### src/pkg/ebps_pkg.sv
// constants, modes, sizes and request carrier for the external bus port sizing bridge
package ebps_pkg;

    // transfer size codes as driven on the size pins, msb first
    localparam logic [1:0] SZ_BYTE = 2'h1;
    localparam logic [1:0] SZ_HALF = 2'h2;
    localparam logic [1:0] SZ_WORD = 2'h0;

    // chip operating modes
    localparam logic [1:0] MODE_SINGLE = 2'h0;
    localparam logic [1:0] MODE_MASTER = 2'h1;
    localparam logic [1:0] MODE_EMUL   = 2'h2;

    // field widths and the lane count
    localparam int ADDR_W = 23;
    localparam int DATA_W = 32;
    localparam int LANE_N = 4;

    // values after reset and the low address bit codes
    localparam logic [22:0] ADDR_RST  = 23'h00_0000;
    localparam logic [3:0]  LANES_OFF = 4'hf;
    localparam logic [3:0]  CS_OFF    = 4'hf;
    localparam logic [31:0] DATA_RST  = 32'h0000_0000;
    localparam logic [2:0]  TC_RST    = 3'h0;
    localparam logic [1:0]  A10_ZERO  = 2'h0;
    localparam logic [1:0]  A10_HI    = 2'h2;

    typedef struct packed {
        logic        write;
        logic [1:0]  size;
        logic [22:0] addr;
        logic [2:0]  tcode;
        logic [31:0] wdata;
    } ebps_req_s;

    typedef enum logic [1:0] {
        ST_IDLE,
        ST_RUN
    } ebps_state_e;

endpackage : ebps_pkg
### src/hdl/ebps_bridge.sv
// external bus master that sizes core operands onto 16- and 32-bit ports
`timescale 1ns/1ps
`default_nettype none
module ebps_bridge (
    input  wire logic                clk_sys_i,
    input  wire logic                rst_i,
    input  wire logic [1:0]          mode_i,
    input  wire logic                size_fn_en_i,
    input  wire logic                stat_fn_en_i,
    input  wire logic                req_valid_i,
    input  wire ebps_pkg::ebps_req_s req_i,
    output logic                     req_ready_o,
    output logic                     done_o,
    output logic                     fault_o,
    output logic [31:0]              rdata_o,
    input  wire logic                cs_match_i,
    input  wire logic                cs_port16_i,
    input  wire logic                cs_we_opt_i,
    input  wire logic [3:0]          cs_sel_i,
    input  wire logic                cs_ack_i,
    input  wire logic                show_cycle_i,
    input  wire logic [3:0]          core_state_i,
    input  wire logic                xfer_done_ack_n_i,
    input  wire logic                xfer_fault_ack_n_i,
    input  wire logic [31:0]         data_i,
    output logic [31:0]              data_o,
    output logic                     data_oe_o,
    output logic [22:0]              addr_o,
    output logic                     rw_o,
    output logic [1:0]               xfer_size_out_o,
    input  wire logic [1:0]          xfer_size_pin_i,
    output logic [2:0]               access_type_code_o,
    output logic [3:0]               cs_n_o,
    output logic                     oe_n_o,
    output logic [3:0]               lane_enable_n_o,
    output logic                     show_capture_strobe_o,
    output logic [3:0]               core_state_out_o,
    input  wire logic [3:0]          core_state_pin_i,
    output logic                     ext_irq_7_o,
    output logic                     ext_irq_6_o,
    output logic [3:0]               ext_irq_5_2_o
);
    import ebps_pkg::*;

    // active-high enables, bit 0 is the top byte lane
    function automatic logic [3:0] lanes(input logic [1:0] sz,
                                         input logic [1:0] a,
                                         input logic       p16);
        logic [3:0] en;
        en = 4'h0;
        case (sz)
            SZ_BYTE:
            begin
                if (p16)
                    en[{1'b0, a[0]}] = 1'b1;
                else
                    en[a] = 1'b1;
            end
            SZ_HALF:
                en = (a[1] && !p16) ? 4'hc : 4'h3;
            default:
                en = p16 ? 4'h3 : 4'hf;
        endcase
        return en;
    endfunction : lanes
    function automatic logic aligned(input logic [1:0] sz,
                                     input logic [1:0] a);
        case (sz)
            SZ_BYTE: return 1'b1;
            SZ_HALF: return !a[0];
            SZ_WORD: return a == A10_ZERO;
            default: return 1'b0;
        endcase
    endfunction : aligned

    ebps_state_e state_r;
    ebps_req_s   req_r;
    logic        port16_r;
    logic        we_opt_r;
    logic        split_r;
    logic        first_r;
    logic ext_ok;
    logic ta_hit;
    logic tea_hit;
    logic take;
    logic bad;
    logic term;
    logic more;
    logic p16_new;
    // acknowledge pins are port pins in single-chip mode
    assign ext_ok  = mode_i != MODE_SINGLE;
    assign ta_hit  = (ext_ok && !xfer_done_ack_n_i) || cs_ack_i;
    assign tea_hit = ext_ok && !xfer_fault_ack_n_i;
    assign take    = req_valid_i && req_ready_o;
    assign bad     = !aligned(req_i.size, req_i.addr[1:0]);
    // error termination outranks a normal one
    assign term    = state_r == ST_RUN && (ta_hit || tea_hit);
    assign more    = term && !tea_hit && split_r && first_r;
    assign p16_new = cs_match_i && cs_port16_i;

    always_ff @(posedge clk_sys_i)
    begin
        if (rst_i)
        begin
            state_r     <= ST_IDLE;
            req_ready_o <= 1'b1;
        end
        else
        begin
            case (state_r)
                ST_IDLE:
                begin
                    if (take && !bad)
                    begin
                        state_r     <= ST_RUN;
                        req_ready_o <= 1'b0;
                    end
                end
                ST_RUN:
                begin
                    if (term && !more)
                    begin
                        state_r     <= ST_IDLE;
                        req_ready_o <= 1'b1;
                    end
                end
                default:
                begin
                    state_r     <= ST_IDLE;
                    req_ready_o <= 1'b1;
                end
            endcase
        end
    end

    always_ff @(posedge clk_sys_i)
    begin
        if (rst_i)
        begin
            req_r    <= '0;
            port16_r <= 1'b0;
            we_opt_r <= 1'b0;
            split_r  <= 1'b0;
            first_r  <= 1'b0;
        end
        else if (take && !bad)
        begin
            req_r    <= req_i;
            port16_r <= p16_new;
            we_opt_r <= cs_match_i && cs_we_opt_i;
            split_r  <= p16_new && req_i.size == SZ_WORD;
            first_r  <= 1'b1;
        end
        else if (more)
            first_r <= 1'b0;
    end

    // address, size, direction, code and selects
    always_ff @(posedge clk_sys_i)
    begin
        if (rst_i)
        begin
            addr_o             <= ADDR_RST;
            xfer_size_out_o    <= SZ_WORD;
            rw_o               <= 1'b1;
            access_type_code_o <= TC_RST;
            cs_n_o             <= CS_OFF;
        end
        else if (take && !bad)
        begin
            addr_o             <= req_i.addr;
            xfer_size_out_o    <= req_i.size;
            rw_o               <= !req_i.write;
            access_type_code_o <= req_i.tcode;
            cs_n_o             <= ~cs_sel_i;
        end
        else if (more)
        begin
            addr_o          <= {req_r.addr[22:2], A10_HI};
            xfer_size_out_o <= SZ_HALF;
        end
        else if (term)
        begin
            rw_o   <= 1'b1;
            cs_n_o <= CS_OFF;
        end
    end

    // strobes that frame the cycle
    always_ff @(posedge clk_sys_i)
    begin
        if (rst_i)
        begin
            oe_n_o          <= 1'b1;
            lane_enable_n_o <= LANES_OFF;
            data_oe_o       <= 1'b0;
        end
        else if (take && !bad)
        begin
            oe_n_o    <= req_i.write;
            data_oe_o <= req_i.write;
            // write-enable channels leave reads without lane strobes
            if (!req_i.write && cs_match_i && cs_we_opt_i)
                lane_enable_n_o <= LANES_OFF;
            else
                lane_enable_n_o <= ~lanes(req_i.size, req_i.addr[1:0], p16_new);
        end
        else if (more)
        begin
            if (!req_r.write && we_opt_r)
                lane_enable_n_o <= LANES_OFF;
            else
                lane_enable_n_o <= ~lanes(SZ_HALF, A10_HI, 1'b1);
        end
        else if (term)
        begin
            oe_n_o          <= 1'b1;
            lane_enable_n_o <= LANES_OFF;
            data_oe_o       <= 1'b0;
        end
    end

    // write data; lanes the port does not use carry whatever lies there
    always_ff @(posedge clk_sys_i)
    begin
        if (rst_i)
            data_o <= DATA_RST;
        else if (take && !bad)
        begin
            if (p16_new && req_i.addr[1])
                data_o <= {req_i.wdata[15:0], req_i.wdata[15:0]};
            else
                data_o <= req_i.wdata;
        end
        else if (more)
            data_o <= {req_r.wdata[15:0], req_r.wdata[15:0]};
    end

    // read capture; only the lanes of the port are taken
    always_ff @(posedge clk_sys_i)
    begin
        if (rst_i)
            rdata_o <= DATA_RST;
        else if (term && !tea_hit && !req_r.write)
        begin
            if (!port16_r)
                rdata_o <= data_i;
            else if (addr_o[1])
                rdata_o[15:0] <= data_i[31:16];
            else
                rdata_o[31:16] <= data_i[31:16];
        end
    end

    // one-cycle answer pulses to the core
    always_ff @(posedge clk_sys_i)
    begin
        if (rst_i)
        begin
            done_o  <= 1'b0;
            fault_o <= 1'b0;
        end
        else
        begin
            done_o  <= term && !tea_hit && !more;
            fault_o <= (take && bad) || (term && tea_hit);
        end
    end

    // pin functions that share the size and status pins
    always_ff @(posedge clk_sys_i)
    begin
        if (rst_i)
        begin
            show_capture_strobe_o <= 1'b0;
            core_state_out_o      <= 4'h0;
            ext_irq_7_o           <= 1'b0;
            ext_irq_6_o           <= 1'b0;
            ext_irq_5_2_o         <= 4'h0;
        end
        else
        begin
            show_capture_strobe_o <= show_cycle_i && ext_ok;
            core_state_out_o      <= stat_fn_en_i ? core_state_i : 4'h0;
            ext_irq_5_2_o         <= stat_fn_en_i ? 4'h0 : core_state_pin_i;
            ext_irq_7_o           <= !size_fn_en_i && xfer_size_pin_i[1];
            ext_irq_6_o           <= !size_fn_en_i && xfer_size_pin_i[0];
        end
    end

    property p_rw_dir;
        @(posedge clk_sys_i) disable iff (rst_i)
        state_r == ST_RUN |-> rw_o == !req_r.write;
    endproperty
    a_rw_dir: assert property (p_rw_dir) else $error("direction wrong");
    property p_oe_read;
        @(posedge clk_sys_i) disable iff (rst_i)
        !oe_n_o |-> rw_o && state_r == ST_RUN;
    endproperty
    a_oe_read: assert property (p_oe_read) else $error("oe outside read");
    property p_word_addr;
        @(posedge clk_sys_i) disable iff (rst_i)
        state_r == ST_RUN && xfer_size_out_o == SZ_WORD |-> addr_o[1:0] == 2'h0;
    endproperty
    a_word_addr: assert property (p_word_addr) else $error("word addr low bits");
    property p_split_second;
        @(posedge clk_sys_i) disable iff (rst_i)
        more |=> state_r == ST_RUN && addr_o[1:0] == 2'h2 && xfer_size_out_o == SZ_HALF;
    endproperty
    a_split_second: assert property (p_split_second) else $error("split second bad");
    // a 16-bit port fills the half that its address bit one selects
    property p_read_done;
        @(posedge clk_sys_i) disable iff (rst_i)
        term && !tea_hit && !more && !req_r.write |=> done_o && !fault_o
            && (port16_r ? (addr_o[1] ? rdata_o[15:0] : rdata_o[31:16]) == $past(data_i[31:16])
                         : rdata_o == $past(data_i));
    endproperty
    a_read_done: assert property (p_read_done) else $error("read not latched");
    property p_fault;
        @(posedge clk_sys_i) disable iff (rst_i)
        term && tea_hit |=> fault_o && !done_o && state_r == ST_IDLE;
    endproperty
    a_fault: assert property (p_fault) else $error("error ack not reported");
    property p_lane16;
        @(posedge clk_sys_i) disable iff (rst_i)
        state_r == ST_RUN && port16_r |-> lane_enable_n_o[3:2] == 2'h3;
    endproperty
    a_lane16: assert property (p_lane16) else $error("16-bit port low lanes");
    property p_min_cycle;
        @(posedge clk_sys_i) disable iff (rst_i)
        take && !bad |=> state_r == ST_RUN && !done_o;
    endproperty
    a_min_cycle: assert property (p_min_cycle) else $error("cycle shorter than one clock");
    property p_single_ignore;
        @(posedge clk_sys_i) disable iff (rst_i)
        state_r == ST_RUN && mode_i == MODE_SINGLE && !cs_ack_i |=> !done_o && !fault_o;
    endproperty
    a_single_ignore: assert property (p_single_ignore) else $error("pins acked in single-chip");
    property p_misalign;
        @(posedge clk_sys_i) disable iff (rst_i)
        take && bad |=> fault_o && state_r == ST_IDLE;
    endproperty
    a_misalign: assert property (p_misalign) else $error("misaligned not refused");
endmodule : ebps_bridge
`default_nettype wire

### config.mk
export PLATFORM = sky130hd
export DESIGN_NAME = ebps_bridge
export DESIGN_NICKNAME = d
export VERILOG_FILES = /design/src/pkg/ebps_pkg.sv /design/src/hdl/ebps_bridge.sv
export SDC_FILE = /design/constraint.sdc
export NUM_CORES = 1
export LEC_CHECK = 0
export ABC_AREA = 1
export BUFFER_PORTS_ARGS = -buffer_cell sky130_fd_sc_hd__buf_2
export CAP_MARGIN = 40
export CORE_ASPECT_RATIO = 1.2
export CORE_MARGIN = 5
export CORE_UTILIZATION = 45
export DETAILED_ROUTE_END_ITERATION = 6
export MAX_ROUTING_LAYER = met4
export PLACE_DENSITY = 0.73
export SYNTH_ARGS = -nofsm -noshare
export SYNTH_HDL_FRONTEND = slang
export SYNTH_SLANG_ARGS = --single-unit
### constraint.sdc
create_clock -name clk_sys_i -period 1.37 [get_ports clk_sys_i]
set_input_delay 0.137 -clock clk_sys_i [delete_from_list [all_inputs] [get_ports clk_sys_i]]
set_output_delay 0.137 -clock clk_sys_i [all_outputs]
set_load 0.01 [all_outputs]
======== Yosys cells after proc, flatten, opt, wreduce, memory -nomap -nowiden ========
Cells that the tools add are included.
word-level totals
  output and inout port bits .............. 117
  flip-flop bits (word level) ............. 163
cells by class
  reduce and logical (&&, ||, !) cells .... 52
  $lt $le $gt $ge ......................... 4
  bitwise logic cells ..................... 3
  muxes and demuxes ....................... 44
  eq/ne operators ......................... 8
operators by type and width
  cell                                                                     count
  32-bit two-way mux                                                       4
  4-bit two-way mux                                                        12
  23-bit two-way mux                                                       2
  16-bit two-way mux                                                       2
  1-bit logical AND                                                        26
  1-bit two-way mux                                                        13
  1-bit logical NOT                                                        10
  2-bit two-way mux                                                        5
  4-bit inverter                                                           2
  4-bit case mux with 2 select lines                                       1
  2-bit AND reduction                                                      4
  2-bit logical NOT                                                        3
  2-bit inequality test, second input constant                             3
  2-bit nonzero test                                                       3
  2-bit by 1-bit == test with 1-bit output, second input constant          2
  2-bit by 1-bit inequality test with 1-bit output, second input constant  2
  2-bit case mux with 2 select lines                                       1
  2-bit OR reduction                                                       2
  1-bit logical OR                                                         3
  1-bit by 3-bit < comparator with 1-bit output, second input constant     1
  2-bit by 3-bit < comparator with 1-bit output, second input constant     1
  1-bit case mux with 3 select lines                                       1
  3-bit nonzero test                                                       1
  1-bit demux with 2-bit select                                            1
  other kinds (6)                                                          6

======== Longest topological paths before layout ========
Gate-level depths: netlist (run 1).
  word-level depth ........................ 12
  depth in mapped cells ................... 12
  depth with buffers taken out ............ 11

======== Least setup slack after synthesis (run 1) ========
OpenSTA, ideal clock, no wires.
  path kind ............................... register to register
  from .................................... register req_ready_o
  to ...................................... register rw_o
  arrival time ............................ 1.200 ns
  data required time ...................... 1.244 ns
  setup time .............................. 0.126 ns
  stages on the path, launching flop included .. 8
  path slack .............................. 0.045 ns
  cell sequence ........................... dfxtp_1 > nand2_1 > clkinv_1 > buf_2 > buf_2 > nand3_1 > nand2_1 > nand2_1
on the way
  longest elaborated chain between the ends .. 4
  elaborated cells on any way between the ends .. 6
RTL lines
  item                                                                                                            line                source
  start, declared                                                                                                 ebps_bridge.sv:12   output logic req_ready_o,
  start signal, assigned                                                                                          ebps_bridge.sv:106  req_ready_o <= 1'b1;
  start signal, assigned                                                                                          ebps_bridge.sv:116  req_ready_o <= 1'b0;
  start signal, assigned                                                                                          ebps_bridge.sv:124  req_ready_o <= 1'b1;
  1-bit logical AND (*)                                                                                           ebps_bridge.sv:94   assign take = req_valid_i && req_ready_o;
  1-bit logical AND (*)                                                                                           ebps_bridge.sv:169  else if (take && !bad)
  2-bit by 1-bit inequality test with 1-bit output (no source line) / 2-bit nonzero test (equally long branches)  --
  2-bit AND reduction (no source line)                                                                            --
  end signal, assigned                                                                                            ebps_bridge.sv:173  rw_o <= !req_i.write;
  end, declared                                                                                                   ebps_bridge.sv:29   output logic rw_o,
Mark *: on every way between the ends. The rest lies on a longest branch, timed or not.
A chain may end at the register's enable or synchronous reset.

======== Worst setup path in the final report (run 1) ========
  from .................................... register state_r[0]
  to ...................................... register addr_o[19]
on the way
  longest elaborated chain between the ends .. 6
RTL lines
  item                                      line                source
  start, declared                           ebps_bridge.sv:76   ebps_state_e state_r;
  start signal, assigned                    ebps_bridge.sv:105  state_r <= ST_IDLE;
  start signal, assigned                    ebps_bridge.sv:115  state_r <= ST_RUN;
  start signal, assigned                    ebps_bridge.sv:123  state_r <= ST_IDLE;
  2-bit by 1-bit == test with 1-bit output  ebps_bridge.sv:97   assign term = state_r == ST_RUN && (ta_hit || tea_hit);
  1-bit logical AND                         ebps_bridge.sv:97
  1-bit logical AND (3 in series)           ebps_bridge.sv:98   assign more = term && !tea_hit && split_r && first_r;
  2-bit nonzero test (no source line)       --
  end signal, assigned                      ebps_bridge.sv:171  addr_o <= req_i.addr;
  end signal, assigned                      ebps_bridge.sv:179  addr_o <= {req_r.addr[22:2], A10_HI};
  end, declared                             ebps_bridge.sv:28   output logic [22:0] addr_o,
Every way passes these cells.

==> results of run 1 <==
==> cell usage after synthesis <==
| master | number |
|---|---|
| o21ai_0 | 19 |
| nand3_1 | 128 |
| mux2i_1 | 16 |
| ha_1 | 3 |
| o22ai_1 | 1 |
| inv_1 | 26 |
| or2_2 | 2 |
| nand3b_1 | 22 |
| nand2_2 | 2 |
| nor2_1 | 126 |
| a21oi_1 | 84 |
| nand4_1 | 3 |
| dfxtp_1 | 160 |
| nor2_2 | 2 |
| o21bai_4 | 1 |
| o211ai_1 | 1 |
| o21a_1 | 1 |
| nand4_4 | 1 |
| buf_4 | 9 |
| buf_1 | 1 |
| nand2_1 | 248 |
| nand3_4 | 1 |
| nor3b_1 | 2 |
| buf_6 | 8 |
| inv_2 | 1 |
| clkinv_1 | 2 |
| o21ai_1 | 9 |
| buf_2 | 23 |
| nor3_4 | 2 |
| nand2_4 | 2 |
| nor3_1 | 2 |
| clkbuf_1 | 21 |
==> critical path, cell delays in order, from the launching register on <==
cell and delay (ps):
dfxtp_1 440, nand4_4 200, nand2_8 170, inv_2 60
buf_12 150, nor2_1 100, nor2_1 60
==> layout make-up <==
class | count | area, sq um | share of cell area, %
Antenna cell | 2 | 5.00 | 0.0523
Multi-Input combinational cell | 679 | 3240 | 33.8
Inverter | 29 | 114 | 1.19
Clock inverter | 12 | 129 | 1.35
Sequential cell | 160 | 3210 | 33.5
Clock buffer | 20 | 467 | 4.88
Timing Repair Buffer | 327 | 2150 | 22.5
Tap cell | 204 | 255 | 2.67
==> metal layers <==
layer	share of wire (%)	global-route usage [%]	vias up
met5	0	-	-
met4	2.9	10.4	0
met3	7.6	6.42	46
met2	49	39.8	269
met1	41	27.1	3324
li1	-	-	3618
==> stage by stage <==
step           setup TNS [ps]  hold slack [ps]  instance area [sq um]  power, mW
6_report                    0             10.7                   9560       11.4
3_5_place_dp           -11080              321                   8590       6.59
5_1_grt                 -41.5             15.0                   9560       11.8
3_3_place_gp            -6520              320                   8590       6.58
2_1_floorplan               0              213                   6850       5.90
4_1_cts                     0             1.36                   9420       11.4
==> state kept, by name, summed over array words and instances, names as in the netlist, 2 cells and up <==
signal	flops
ext_irq_5_2_o	4
core_state_out_o	4
rdata_o	32
data_o	32
req_r	38
addr_o	23
cs_n_o	4
lane_enable_n_o	4
access_type_code_o	3
xfer_size_out_o	2
==> path summary, 6_finish.rpt <==
| kind | slack (ps) | end |
|---|---|---|
| setup reg to reg | 90 | addr_o[19]$_SDFFE_PP0P_ |
| hold / removal | 10 | cs_n_o[2]$_SDFFE_PP1P_ |
| setup / recovery | 90 | addr_o[19]$_SDFFE_PP0P_ |
| hold reg to reg | 470 | xfer_size_out_o[1]$_SDFFE_PP0P_ |
==> logic make-up after synthesis <==
family                     after synthesis  share of synthesized area [%]
AOI/OAI and AO/OA                      116                           8.77
and+or+nand+nor                        543                           34.8
adders and majority gates                3                          0.548
buffers and inverters                   91                           6.78
muxes                                   16                           2.34
DFF                                    160                           46.8
==> power by group through the flow <==
stage               Sequential (mW)  Clock, mW  Combinational [mW]
floorplan                      5.12          0               0.781
detailed placement             5.05          0                1.54
finish                         4.96       4.75                1.66
global placement               5.05          0                1.53
CTS                            4.95       4.84                1.60
global route                   4.97       5.04                1.83
==> repair_timing <==
item,4_1_cts,5_1_grt
cloned,0,3
resized for setup,4,18
pin swaps,1,4
endpoints found under the hold margin,20,0
setup buffers,0,2
hold buffers,22,0
endpoints found under the setup margin,34,72
==> results.md, run 1 <==
- Post-layout util: 63.9%
- # rows: 49
- Sequential share of power: 43.6%
- Worst Setup End Kind: flop
- Initial antenna violation count: 2
- Max Clk Rate: 0.779 GHz
- Worst Setup SP: state_r[0]$_SDFFE_PP0P_
- Most common cell after layout, fill and taps aside: nand2_1
- Routed WL: 21,400 um
- Die area: 17,800 sq um
- Period utilization: 93.7%
- Worst setup margin: 86.8 ps
- Vias: 7,257
- Remaining Overflow, GRT: 0
- Synthesized flop and latch total: 160
- Pre-CTS WS: -187 ps
- Total of fill cells in the finished design: 1,392
- Synth area leaders: dfxtp_1, nand2_1, nand3_1, nor2_1, a21oi_1
- Top Ports: 238
- Clock network power share: 41.8%
- Crit path required time: 1690 ps
- Final Max Slew Viols: 0
- Largest net degree at the start of global routing: 58
- Routability cong.: 0.846
- Status: finished, final reports clean
- Average wire per standard cell: 14.9 um
- Worst hold stages: 4
- Min Tclk post-route: 1280 ps
- Area leader, netlist: dfxtp_1
- Endpoints failing setup: 0
- Sw frac: 25.9%
- Die Y: 145 um
- Yosys warns: 0
- Sink Count: 160
- Min-Delay Path Class: input pin to flop
- First-pass iteration count of the detailed router: 5
- DR iter-0 viols: 468
- Critical R2R Launch: state_r[0]$_SDFFE_PP0P_
- Most frequent cells in the layout: nand2_1, buf_2, dfxtp_1, nand3_1, nor2_1
- Clk buf depth: 2
- Clock buffer count from CTS: 17
- CTS H-tree depth: 4
- All-Layer GR Usage: 24.1%
- CTS tree: done
- Logic pwr share: 14.6%
- Cells after Synth: 929
- Worst-path clk slew: 60 ps
- Hpwl dp: 15,200 um
- R2R cell count: 6
- Clock Latency Late Sink: 420 ps
- Distinct cells, synth: 32
- ANT nets after route: 0
- Cell internal pwr: 8.42 mW
- DP Cell Count: 1,372
- Core Area: 15,000 sq um
- Slew HR: 77.5%
- Average cell area after synthesis: 7.37 sq um
- DRC: 0
- CP arrival: 1600 ps
- Top cell type's share of synthesized area: 46.8%
- Pleak: 4.74 nW
- First-pass GRT wire length: 33,700 um
- Root Buffer Master: clkbuf_16
- VDD IR-drop max: 669 uV
- Number of buffers added on ports: 237
- Max_cap viols: 0
- Worst hold start: cs_sel_i[2]
- Fin cells: 1,433
- Share of layout cells above drive strength 1: 29.7%
- Die width: 123 um
- Vias in the first global route: 6,921
- Net Switching: 2.94 mW
- Final hold violations: 0
- WS Path Type: flop to flop
- Avg Vias per Cell: 5.06
- Layout area overhead: 39.6%
- Nets: 1,338
- Syn Std Cell Area: 6850 sq um
- CP Max Fanout: 21
- Sequential area share after synthesis: 46.8%
- Post-Syn Nets: 1,053
- PwrDens: 1190 nW/um^2
- Worst-Margin Slew: 338 ps
- Starting density of the core: 45.8%
- Clock Skew: 13.8 ps
- Startpoint types: flop
(Power assumes the default switching activity.)
==> inputs of run 2 (changes only) <==
Settings changed: CORE_MARGIN 5 to 2, MAX_ROUTING_LAYER met4 to not set.
==> results.md, run 2 (synthesized netlist as in run 1, its figures left out) <==
- Status: complete, but fails checks
- Failing checks: negative hold slack
- Share of layout cells above drive strength 1: 28.5% (-1.2 points)
- Remaining Overflow, GRT: 0 (unchanged)
- Clock Skew: 10.7 ps (-3.13 ps)
- Met3 wire length: 1640 um (+0.61%)
- Crit path top cell by count: nor2_1
- # rows: 49 (unchanged)
- ANT nets after route: 0 (unchanged)
- Routed wl met2: 10,200 um (-2.2%)
- WS Path Type: flop to flop
- Clock network power share: 42.6% (+0.8 points)
- DR iter-0 viols: 579 (+24%)
- Reg with most FFs: req_r
- Hpwl dp: 13,900 um (-8.1%)
- Worst hold stages: 3 (-1)
- Min Tclk post-route: 1270 ps (-12.9 ps)
- Clock Latency Late Sink: 430 ps (about the same)
- Logic pwr share: 14.4% (-0.2 points)
- Final Cell Area: 9640 sq um (+0.80%)
- Largest net degree at the start of global routing: 53 (-8.6%)
- Cell internal pwr: 8.58 mW (+1.8%)
- Sequential share of power: 43.0% (-0.6 points)
- Die Y: 139 um (-4.1%)
- First-pass iteration count of the detailed router: 5 (unchanged)
- Critical path's top delay family: simple AND/OR/NAND/NOR gates
- Worst hold slack: -6.09 ps (-16.8 ps)
- Routed WL: 20,600 um (-3.7%)
- CP arrival: 1590 ps (about the same)
- Die area: 16,200 sq um (-8.8%)
- Critical Path Max Stage Delay: 350 ps (-90 ps)
- Unrepaired setup endpoints after global routing: no
- Top Ports: 238 (unchanged)
- CTS H-tree depth: 4 (unchanged)
- Clk buf depth: 2 (unchanged)
- Vias in the first global route: 6,666 (-3.7%)
- Average wire per standard cell: 14.4 um (-3.5%)
- Avg Vias per Cell: 5.02 (-0.80%)
- WL met1: 8290 um (-5.1%)
- Nets: 1,335 (-0.22%)
- Vias: 7,184 (-1.0%)
- Largest registers: req_r x38, data_o x32, rdata_o x32
- Worst Setup End Kind: flop
- Layout area overhead: 40.7%
- CP bufs+invs: 3 (+1)
- Most common cell after layout, fill and taps aside: nand2_1
- CTS tree: done
- Worst setup margin: 99.8 ps (+12.9 ps)
- Crit path required time: 1690 ps (about the same)
- Die width: 117 um (-4.9%)
- Worst-path clk slew: 60 ps (about the same)
- Endpoints failing setup: 0 (unchanged)
- Routability cong.: 0.818 (-3.2%)
- R2R cell count: 8 (+2)
- Most frequent cells in the layout: nand2_1, buf_2, dfxtp_1, nand3_1, nor2_1
- Final Max Slew Viols: 0 (unchanged)
- PwrDens: 1200 nW/um^2 (+0.63%)
- Starting density of the core: 45.8% (unchanged)
- Sink Count: 160 (unchanged)
- Slew HR: 76.4% (-1.1 points)
- Period utilization: 92.7% (-0.94 points)
- Sw frac: 25.6% (-0.30 points)
- All-Layer GR Usage: 25.0% (+0.93 points)
- Crit path max-delay cell type: dfxtp_1
- Dpl cell area: 8550 sq um (-0.50%)
- Worst-path cell chain: nand2_2, inv_2, nand4_4, nand2_4, inv_1, buf_12, nor2_1, nor2_1
- Number of buffers added on ports: 237 (unchanged)
- Number of cells on the critical path: 8 (+2)
- Startpoint types: flop
- CP Max Fanout: 21 (unchanged)
- Pleak: 4.73 nW (-0.26%)
- Min-Delay Path Class: input pin to flop
- DRC: 0 (unchanged)
- Max Clk Rate: 0.787 GHz (+1.0%)
- Max reg flops: 38 (unchanged)
- VDD IR-drop max: 752 uV (+12%)
- Top Metal Used: met4
- Net Switching: 2.95 mW (+0.26%)
- Core Area: 15,000 sq um (unchanged)
- Root Buffer Master: clkbuf_16
- Final hold violations: 1 (+1)
- Max_cap viols: 0 (unchanged)
- Worst-Margin Slew: 354 ps (+15.9 ps)
- Clock buffer count from CTS: 17 (unchanged)
- Pre-CTS WS: -266 ps (-79.3 ps)
- Power Total: 11.5 mW (+1.4%)
- First-pass GRT wire length: 32,100 um (-4.7%)
- Setup TNS: 0 ps (unchanged)
- Initial antenna violation count: 3 (+1)
## run 2: cell types whose count changed in the layout (fill, tap and decap cells not counted), moves of 3 or more
| cell | before | now |
|---|---|---|
| o21ai_2 | 0 | 3 |
| dlygate4sd3_1 | 22 | 34 |
| o21ai_0 | 19 | 15 |
| buf_12 | 14 | 20 |
| clkinvlp_4 | 0 | 3 |
| buf_4 | 47 | 28 |
| clkinv_2 | 5 | 1 |
## run 2: through the flow
step	instances	util [%]
after floorplan	929	-
after global placement	1358	57.2
after detailed placement	1358	57.2
after CTS	1425	63.9
after global routing	1429	64.4
final	1430	64.4
## run 2: worst register-to-register path: cells and delay by family (launching register included)
| family | cells | cell delay [ps] |
|---|---|---|
| buffers and inverters | 3 | 320 |
| AND/OR/NAND/NOR | 5 | 500 |
| flip-flops | 1 | 350 |
## run 2: routing by layer
metal  GRT usage (%)  up-vias
li1                -     3605
met1            28.9     3270
met2            43.0      274
met3            7.87       35
met4            8.98        0
met5               0        -
## run 2: repair_timing
item	4_1_cts	5_1_grt
cloned	1	1
buffers inserted	1	2
endpoints found under the setup margin	38	53
hold endpoints to repair	30	1
hold buffers	33	1
gates resized for setup	8	21
pin swaps	1	6
## run 2: power groups by stage
| stage | Clock, mW | Sequential (mW) | Combinational [mW] |
|---|---|---|---|
| 5_1_grt | 5.19 | 4.98 | 1.84 |
| 2_1_floorplan | 0 | 5.12 | 0.781 |
| 4_1_cts | 5.01 | 4.95 | 1.64 |
| 3_5_place_dp | 0 | 5.05 | 1.53 |
| 6_report | 4.91 | 4.96 | 1.66 |
| 3_3_place_gp | 0 | 5.05 | 1.51 |
## run 2: cell type report
cell class	instances	area (sq um)
timing repair buffer	324	2190
fill	1378	5320
antenna	2	5.00
clock inverter	11	153
multi-input combinational	679	3250
clock buffer	21	460
tap	204	255
inverter	29	116
sequential	160	3210
## run 2: path summary, 6_finish.rpt
path	startpoint	to	slack, ps
worst max register to register	split_r$_SDFFE_PP0P_	addr_o[2]$_SDFFE_PP0P_	100
worst min-delay path	req_i[57]	req_r[57]$_SDFFE_PP0P_	-6
worst min register to register	access_type_code_o[2]$_SDFFE_PP0P_	access_type_code_o[2]$_SDFFE_PP0P_	470
worst max-delay path	split_r$_SDFFE_PP0P_	addr_o[2]$_SDFFE_PP0P_	100
